===== config.mk =====
export PLATFORM = sky130hd
export DESIGN_NAME = tfh_host
export DESIGN_NICKNAME = d
export VERILOG_FILES = /design/src/tfh_fifo.v /design/src/tfh_host.v
export VERILOG_INCLUDE_DIRS = /design/src /design/src/src
export SDC_FILE = /design/constraint.sdc
export NUM_CORES = 1
export LEC_CHECK = 0
export BUFFER_PORTS_ARGS = -buffer_cell sky130_fd_sc_hd__clkbuf_2
export CAP_MARGIN = 30
export CORE_UTILIZATION = 45
export CTS_BUF_LIST = sky130_fd_sc_hd__clkbuf_16
export DETAILED_ROUTE_END_ITERATION = 6
export GPL_ROUTABILITY_DRIVEN = 1
export HOLD_SLACK_MARGIN = 0.08
export PLACE_DENSITY = 0.6
export SLEW_MARGIN = 0
export SYNTH_ARGS = -nofsm -noshare
export SYNTH_HDL_FRONTEND = slang
export SYNTH_HIERARCHICAL = 1
export SYNTH_SLANG_ARGS = --single-unit

===== constraint.sdc =====
create_clock -name CLK -period 4.5 [get_ports CLK]
set_clock_uncertainty 0.15 [all_clocks]
set_input_delay 0.9 -clock CLK [delete_from_list [all_inputs] [get_ports CLK]]
set_output_delay 0.9 -clock CLK [all_outputs]
set_load 0.1 [all_outputs]

===== src/tfh_map.vh =====
`ifndef TFH_MAP_VH
`define TFH_MAP_VH
// ----------------------------------------
// panel geometry and link timing
// ----------------------------------------
`define TFH_H_ACTIVE 480
`define TFH_V_ACTIVE 854
`define TFH_H_FRONT 8
`define TFH_H_SYNC 4
`define TFH_H_BACK 8
`define TFH_V_FRONT 4
`define TFH_V_SYNC 2
`define TFH_V_BACK 4
// pixel clock half period in system clocks (250 MHz / 8 = 31.25 MHz)
`define TFH_PCLK_HALF 4
// serial clock half period in system clocks
`define TFH_SCLK_HALF 8
// reset timing in ns and derived cycle counts at 4 ns per clock
`define TFH_CLK_NS 4
`define TFH_RST_LOW_NS 10000
`define TFH_RST_WAIT_NS 120000
`define TFH_RST_LOW_CYC ((`TFH_RST_LOW_NS + `TFH_CLK_NS - 1) / `TFH_CLK_NS)
`define TFH_RST_WAIT_CYC ((`TFH_RST_WAIT_NS + `TFH_CLK_NS - 1) / `TFH_CLK_NS)
// colour depth codes
`define TFH_DEPTH_16 2'b00
`define TFH_DEPTH_18 2'b01
`define TFH_DEPTH_24 2'b10
// lane masks that keep the upper bits of each colour
`define TFH_MASK_16 24'hF8_FCF8
`define TFH_MASK_18 24'hFC_FCFC
// serial word lengths
`define TFH_BITS_3W 9
`define TFH_BITS_4W 8
`endif


===== src/tfh_fifo.v =====
`timescale 1ns/100ps
`default_nettype none
// ----------------------------------------
// pixel word fifo
// ----------------------------------------
module tfh_fifo #(
  parameter WIDTH = 24,
  parameter DEPTH = 16,
  parameter AW = 4
) (
  // clock and control
  input wire clk,
  input wire srst,
  input wire ce,
  // write side
  input wire in_valid,
  output wire in_ready,
  input wire [WIDTH-1:0] in_data,
  // read side
  output wire out_valid,
  input wire out_ready,
  output wire [WIDTH-1:0] out_data
);
  reg [WIDTH-1:0] mem [0:DEPTH-1];
  reg [AW-1:0] wr_reg;
  reg [AW-1:0] rd_reg;
  reg [AW:0] cnt_reg;
  reg [AW:0] cnt_next;
  reg rdy_reg;
  wire push;
  wire pop;
  // handshake terms; ready comes from a flop fed by the next count
  assign in_ready = rdy_reg;
  assign out_valid = (cnt_reg != 0);
  assign out_data = mem[rd_reg];
  assign push = in_valid && in_ready && ce;
  assign pop = out_valid && out_ready && ce;
  // next occupancy
  always @* begin
    cnt_next = cnt_reg;
    if (push && !pop)
      cnt_next = cnt_reg + 1'b1;
    else if (pop && !push)
      cnt_next = cnt_reg - 1'b1;
  end
  // storage and pointers
  always @(posedge clk) begin
    if (srst) begin
      wr_reg <= {AW{1'b0}};
      rd_reg <= {AW{1'b0}};
      cnt_reg <= {(AW+1){1'b0}};
      rdy_reg <= 1'b1;
    end else begin
      if (push) begin
        mem[wr_reg] <= in_data;
        wr_reg <= (wr_reg == DEPTH-1) ? {AW{1'b0}} : wr_reg + 1'b1;
      end
      if (pop)
        rd_reg <= (rd_reg == DEPTH-1) ? {AW{1'b0}} : rd_reg + 1'b1;
      cnt_reg <= cnt_next;
      rdy_reg <= (cnt_next != DEPTH);
    end
  end
endmodule // tfh_fifo
`default_nettype wire


===== src/tfh_host.v =====
// How it works
// - select one means data, zero command
// - three-wire nine bits, four-wire eight bits
// - chip select low across whole transfer
// - hardware reset pulsed before ports are used
// - twenty-four bit bus, unused lanes held low
// - pixel valid marks visible pixel cycles
// - pixel clock runs continuously during output
// - line sync pulse starts every line
// - frame sync pulse starts every frame
// - 480 pixels per line, 854 lines
// - 16, 18, 24 bit colour depths
`timescale 1ns/100ps
`default_nettype none
`include "tfh_map.vh"
module tfh_host #(
  parameter RST_LOW_CYC = `TFH_RST_LOW_CYC,
  parameter RST_WAIT_CYC = `TFH_RST_WAIT_CYC,
  parameter H_ACTIVE = `TFH_H_ACTIVE,
  parameter V_ACTIVE = `TFH_V_ACTIVE,
  parameter FIFO_DEPTH = 16
) (
  // clock, reset, enable
  input wire CLK,
  input wire SRST,
  input wire CE,
  // configuration
  input wire FOUR_WIRE,
  input wire [1:0] DEPTH_SEL,
  // serial command port
  input wire CMD_VALID,
  input wire CMD_DC,
  input wire CMD_RD,
  input wire [7:0] CMD_DATA,
  output reg CMD_READY,
  output reg RD_VALID,
  output reg [7:0] RD_DATA,
  // pixel stream
  input wire PIX_VALID,
  output wire PIX_READY,
  input wire [23:0] PIX_DATA,
  // status
  output reg INIT_DONE,
  output reg UNDERRUN,
  // panel pins
  output reg PANEL_RESET_N,
  output reg SER_CS_N,
  output reg SER_CLK,
  output reg SERIAL_WRITE_IN,
  output reg DATA_COMMAND_SELECT,
  input wire SERIAL_READBACK_OUT,
  output reg [23:0] PIXEL_DATA_BUS,
  output reg PIXEL_VALID,
  output reg PIXEL_CLOCK,
  output reg LINE_SYNC,
  output reg FRAME_SYNC
);
  // ----------------------------------------
  // power-up reset sequence
  // ----------------------------------------
  localparam RS_LOW = 3'b001;
  localparam RS_WAIT = 3'b010;
  localparam RS_DONE = 3'b100;
  reg [2:0] rs_reg;
  reg [31:0] rcnt_reg;
  // hold panel reset low, then wait before use
  always @(posedge CLK) begin
    if (SRST) begin
      rs_reg <= RS_LOW;
      rcnt_reg <= 32'h0000_0000;
      PANEL_RESET_N <= 1'b0;
      INIT_DONE <= 1'b0;
    end else if (CE) begin
      rcnt_reg <= rcnt_reg + 32'h0000_0001;
      case (rs_reg)
        RS_LOW: begin
          PANEL_RESET_N <= 1'b0;
          if (rcnt_reg >= RST_LOW_CYC - 1) begin
            rs_reg <= RS_WAIT;
            rcnt_reg <= 32'h0000_0000;
            PANEL_RESET_N <= 1'b1;
          end
        end
        RS_WAIT: begin
          if (rcnt_reg >= RST_WAIT_CYC - 1) begin
            rs_reg <= RS_DONE;
            INIT_DONE <= 1'b1;
          end
        end
        default: begin
          rs_reg <= RS_DONE;
        end
      endcase
    end
  end
  // ----------------------------------------
  // serial configuration master
  // ----------------------------------------
  reg rb_s1_reg;
  reg rb_s2_reg;
  reg ser_busy_reg;
  reg [8:0] sh_reg;
  reg [3:0] bit_reg;
  reg [3:0] hcnt_reg;
  reg rd_op_reg;
  reg [7:0] rx_reg;
  wire [3:0] nbits;
  assign nbits = FOUR_WIRE ? 4'd`TFH_BITS_4W : 4'd`TFH_BITS_3W;
  // read-back pin synchroniser
  always @(posedge CLK) begin
    if (SRST) begin
      rb_s1_reg <= 1'b0;
      rb_s2_reg <= 1'b0;
    end else if (CE) begin
      rb_s1_reg <= SERIAL_READBACK_OUT;
      rb_s2_reg <= rb_s1_reg;
    end
  end
  // word shifter: data on falling edge, panel samples on rising
  always @(posedge CLK) begin
    if (SRST) begin
      ser_busy_reg <= 1'b0;
      SER_CS_N <= 1'b1;
      SER_CLK <= 1'b0;
      SERIAL_WRITE_IN <= 1'b0;
      DATA_COMMAND_SELECT <= 1'b0;
      CMD_READY <= 1'b0;
      RD_VALID <= 1'b0;
      RD_DATA <= 8'h00;
      sh_reg <= 9'h000;
      bit_reg <= 4'h0;
      hcnt_reg <= 4'h0;
      rd_op_reg <= 1'b0;
      rx_reg <= 8'h00;
    end else if (CE) begin
      RD_VALID <= 1'b0;
      CMD_READY <= INIT_DONE && !ser_busy_reg && !CMD_VALID;
      if (!ser_busy_reg) begin
        if (INIT_DONE && CMD_VALID && !CMD_READY) begin
          ser_busy_reg <= 1'b1;
          SER_CS_N <= 1'b0;
          DATA_COMMAND_SELECT <= CMD_DC;
          rd_op_reg <= CMD_RD;
          // select bit leads in three-wire mode
          sh_reg <= FOUR_WIRE ? {CMD_DATA, 1'b0} : {CMD_DC, CMD_DATA};
          SERIAL_WRITE_IN <= FOUR_WIRE ? CMD_DATA[7] : CMD_DC;
          bit_reg <= 4'h0;
          hcnt_reg <= 4'h0;
          SER_CLK <= 1'b0;
        end
      end else if (hcnt_reg == `TFH_SCLK_HALF - 1) begin
        hcnt_reg <= 4'h0;
        SER_CLK <= !SER_CLK;
        if (!SER_CLK) begin
          // rising edge: panel samples; read-back was set on last fall
          rx_reg <= {rx_reg[6:0], rb_s2_reg};
        end else begin
          // falling edge: next bit or end of word
          if (bit_reg == nbits - 1) begin
            ser_busy_reg <= 1'b0;
            SER_CS_N <= 1'b1;
            RD_VALID <= rd_op_reg;
            RD_DATA <= rx_reg;
          end else begin
            bit_reg <= bit_reg + 4'h1;
            sh_reg <= {sh_reg[7:0], 1'b0};
            SERIAL_WRITE_IN <= sh_reg[7];
          end
        end
      end else begin
        hcnt_reg <= hcnt_reg + 4'h1;
      end
    end
  end
  // ----------------------------------------
  // pixel fifo
  // ----------------------------------------
  wire fifo_valid;
  wire [23:0] fifo_data;
  reg fifo_pop;
  tfh_fifo #(
    .WIDTH(24),
    .DEPTH(FIFO_DEPTH),
    .AW(4)
  ) u_fifo (
    .clk(CLK),
    .srst(SRST),
    .ce(CE),
    .in_valid(PIX_VALID),
    .in_ready(PIX_READY),
    .in_data(PIX_DATA),
    .out_valid(fifo_valid),
    .out_ready(fifo_pop),
    .out_data(fifo_data)
  );
  // ----------------------------------------
  // rgb timing generator
  // ----------------------------------------
  localparam H_TOTAL = H_ACTIVE + `TFH_H_FRONT + `TFH_H_SYNC + `TFH_H_BACK;
  localparam V_TOTAL = V_ACTIVE + `TFH_V_FRONT + `TFH_V_SYNC + `TFH_V_BACK;
  reg [2:0] pdiv_reg;
  reg [10:0] hc_reg;
  reg [10:0] vc_reg;
  wire fall_tick;
  wire active;
  wire [23:0] masked;
  assign fall_tick = (pdiv_reg == `TFH_PCLK_HALF - 1) && PIXEL_CLOCK;
  assign active = (hc_reg < H_ACTIVE) && (vc_reg < V_ACTIVE);
  // drop unused low lanes per colour depth
  assign masked = (DEPTH_SEL == `TFH_DEPTH_16) ? (fifo_data & `TFH_MASK_16) :
                  (DEPTH_SEL == `TFH_DEPTH_18) ? (fifo_data & `TFH_MASK_18) :
                  fifo_data;
  // pop one word per active pixel clock
  always @* begin
    fifo_pop = fall_tick && active && INIT_DONE;
  end
  // pixel clock divider and counters; outputs change on falling edge
  always @(posedge CLK) begin
    if (SRST) begin
      pdiv_reg <= 3'h0;
      PIXEL_CLOCK <= 1'b0;
      hc_reg <= 11'h000;
      vc_reg <= 11'h000;
      PIXEL_DATA_BUS <= 24'h00_0000;
      PIXEL_VALID <= 1'b0;
      LINE_SYNC <= 1'b0;
      FRAME_SYNC <= 1'b0;
      UNDERRUN <= 1'b0;
    end else if (CE && INIT_DONE) begin
      if (pdiv_reg == `TFH_PCLK_HALF - 1) begin
        pdiv_reg <= 3'h0;
        PIXEL_CLOCK <= !PIXEL_CLOCK;
      end else begin
        pdiv_reg <= pdiv_reg + 3'h1;
      end
      if (fall_tick) begin
        PIXEL_VALID <= active;
        PIXEL_DATA_BUS <= (active && fifo_valid) ? masked : 24'h00_0000;
        UNDERRUN <= UNDERRUN | (active && !fifo_valid);
        LINE_SYNC <= (hc_reg >= H_ACTIVE + `TFH_H_FRONT) &&
                     (hc_reg < H_ACTIVE + `TFH_H_FRONT + `TFH_H_SYNC);
        FRAME_SYNC <= (vc_reg >= V_ACTIVE + `TFH_V_FRONT) &&
                      (vc_reg < V_ACTIVE + `TFH_V_FRONT + `TFH_V_SYNC);
        if (hc_reg == H_TOTAL - 1) begin
          hc_reg <= 11'h000;
          vc_reg <= (vc_reg == V_TOTAL - 1) ? 11'h000 : vc_reg + 11'h001;
        end else begin
          hc_reg <= hc_reg + 11'h001;
        end
      end
    end
  end
endmodule // tfh_host
`default_nettype wire


==> flow_summary.toml <==
[synth]
syn_inst = 1303
netlist_area_sq_um = 21100
synth_seq_area_share_pct = 68.99
synth_most_common_cell = "edfxtp_1"
synth_top_area_cell = "edfxtp_1"
synth_fp_nets = 1360
synthArstFlopShare_pct = 0
synth_warnings = 6
synth_top_area_share_pct = 54.66
synthTopCellsByArea = "edfxtp_1 55%, dfxtp_1 14%, mux4_2 13%, nor2_1 2.2%, a21oi_1 1.4%"
avgSynthCellArea_sq_um = 16.19
synth_cell_types = 67
synth_ff_type = "edfxtp_1"
synth_edf_count = 384
ys_seq_elements = 535
synth_common_cells = "384 x edfxtp_1, 151 x dfxtp_1, 126 x nor2_1"

[clocking]
clk_path_buf_depth = 3
h-tree-depth = 2
cts_made_buffers = 54
cts_hold_buf = 0
cts_tree = "yes"
clk_pin_slew_worst_paths_ns = 0.06
cts_root_buffer = "clkbuf_16"
cts-resized-gates = 0
cts_setup_buffers = 0
clock-sinks = 535
clk_latency_ns = 0.61

[worst_hold_path]
worstHoldPathCells = 2
min_path_type = "reg -> reg"

[place]
dp_hpwl_um = 24940
dpl_worst_slack_ns = 0.9293
port-buffer-count = 88
place_congestion = 0.8243
place_inst = 1942

[pwr]
power_mw = 9.736
pwr_density_cell_nw_per_um2 = 408.0
leakagePower_nw = 7.796
ir_drop_v = 0.0003502

[timing]
slew_headroom_pct = 32.67
finalMaxSlewViolations = 0
setup_viol = 0
fin_setup_tns_ns = 0
worst_slack_ns = 1.388
fin_crit_ns = 3.112
fmax_mhz = 321.3
hold_viol_final = 0
rsz0062_at_grt = "false"
whs_ns = 0.2849
worst_slew_pin_slew_ns = 1.008
finalCritPeriodShare_pct = 69.17

[die]
ios = 89
die_x_um = 218.5
placementRows = 78
die_area_sq_um = 47750
core_sq_um = 45770
start_util_pct = 46.09
die_h_um = 218.5

[final_layout]
fin_cells = 2043
drive_gt1_share_pct = 23.02
syn2layout_area_growth_pct = 13.11
nets = 1455
fillers = 3702
largest_reg_flops = 384

[detailed_routing]
routedWlPerCell_um = 21.29
vias = 11347
drt_iter0_markers = 751
drc_errors = 0
firstDrtPassIters = 6
drtAntennaViolNets = 0
totalWireLength_um = 43500
vias_per_cell = 5.554

[outcome]
status = "complete, no violations"

[flow_run]
cap_violations = 0

[global_route]
grtUsageTotal_pct = 18.62
grt_pass1_vias = 11273
gr-total-overflow = 0
grt_pass1_wl_um = 66470
antenna_found_initial = 0
grt_max_degree = 55

[setup_path]
worstPathRequired_ns = 4.88
crit_path_start_kind = "flop"
arrival_ns = 3.49
critPathCaptureType = "flop"
cp_max_fo = 26
crit_type = "reg -> reg"
rr_worst_depth = 8
layout make-up:
class	count	area, sq um	area share [%]
diodes	1	2.502	0.01049
clock buffers	54	1351	5.663
clock inverters	46	351.6	1.474
inverters	18	67.56	0.2832
multi-input cells	685	6175	25.88
flip-flops and latches	535	14560	61.04
well taps	600	750.7	3.146
repair buffers	104	598.1	2.507
per-layer routing:
| layer | share of wire, % | track usage [%] | routed length, um | vias up |
|---|---|---|---|---|
| li1 | - | - | - | 5268 |
| met1 | 45 | 25.63 | 19620 | 5770 |
| met2 | 48 | 30.15 | 20780 | 244 |
| met3 | 4.9 | 3.159 | 2113 | 65 |
| met4 | 2.3 | 5.921 | 989 | 0 |
| met5 | 0 | 0 | 0 | - |
layout by cell type, fill, tap and decap left out, types with 4 or more instances in the layout:
cell type and n:
a21oi_1 60, a22o_1 23, and2_1 4, and2_2 16, and3_1 11, and4_1 6, buf_4 13, bufinv_16 4
clkbuf_16 54, clkbuf_2 88, clkinv_1 14, clkinv_2 10, dfxtp_1 147, edfxtp_1 384, ha_1 14, inv_1 32
mux2i_1 23, mux4_2 120, nand2_1 70, nand2b_1 4, nand3_1 25, nand4_1 20, nand4b_1 4, nor2_1 125
nor2b_1 5, nor3_1 17, nor4_1 8, o21ai_0 11, or3_1 6, or4_1 5, xnor2_1 20, xor2_1 30
critical path, stage by stage, from the launching register on:
cell and delay, ns:
dfxtp_1 0.32, ha_1 0.20, nor2b_1 0.18, and4_1 0.22, buf_4 0.18, nor2_4 0.77, nor3_1 0.39, or4_1 0.55
o21ai_0 0.08
through the flow:
| step | instance area (sq um) | util, % |
|---|---|---|
| after floorplan | 21100 | - |
| after global placement | 22160 | 48.40 |
| after detailed placement | 22160 | 48.40 |
| after CTS | 23860 | 52.12 |
| after global routing | 23860 | 52.12 |
| final | 23860 | 52.13 |
logic make-up (layout without fill, tap and decap cells):
family          count (synthesis)  after routing  share of synthesized area (%)
buf+inv                        83            222                          1.868
fa+ha+maj                      14             14                         0.8304
xor+xnor                       50             50                          2.076
compound gates                130            130                          4.081
mux                           143            143                          13.90
simple gates                  348            348                          8.250
other cells                     0              1                              0
flops                         535            535                          68.99
worst paths after layout:
path	to	startpoint	slack [ns]
setup reg to reg	vc_reg[10]	pdiv_reg[0]	1.39
hold / removal	pdiv_reg[2]	pdiv_reg[2]	0.28
setup / recovery	vc_reg[10]	pdiv_reg[0]	1.39
hold reg to reg	pdiv_reg[2]	pdiv_reg[2]	0.28
power breakdown:
| group | leakage, nW | internal (mW) | switching, mW |
|---|---|---|---|
| sequential | 4.67 | 5.29 | 0.00925 |
| combinational | 2.24 | 0.0496 | 0.120 |
| clock | 0.885 | 2.41 | 1.86 |
| total | 7.80 | 7.75 | 1.99 |
No activity file was read; power rests on OpenSTA's default activity.
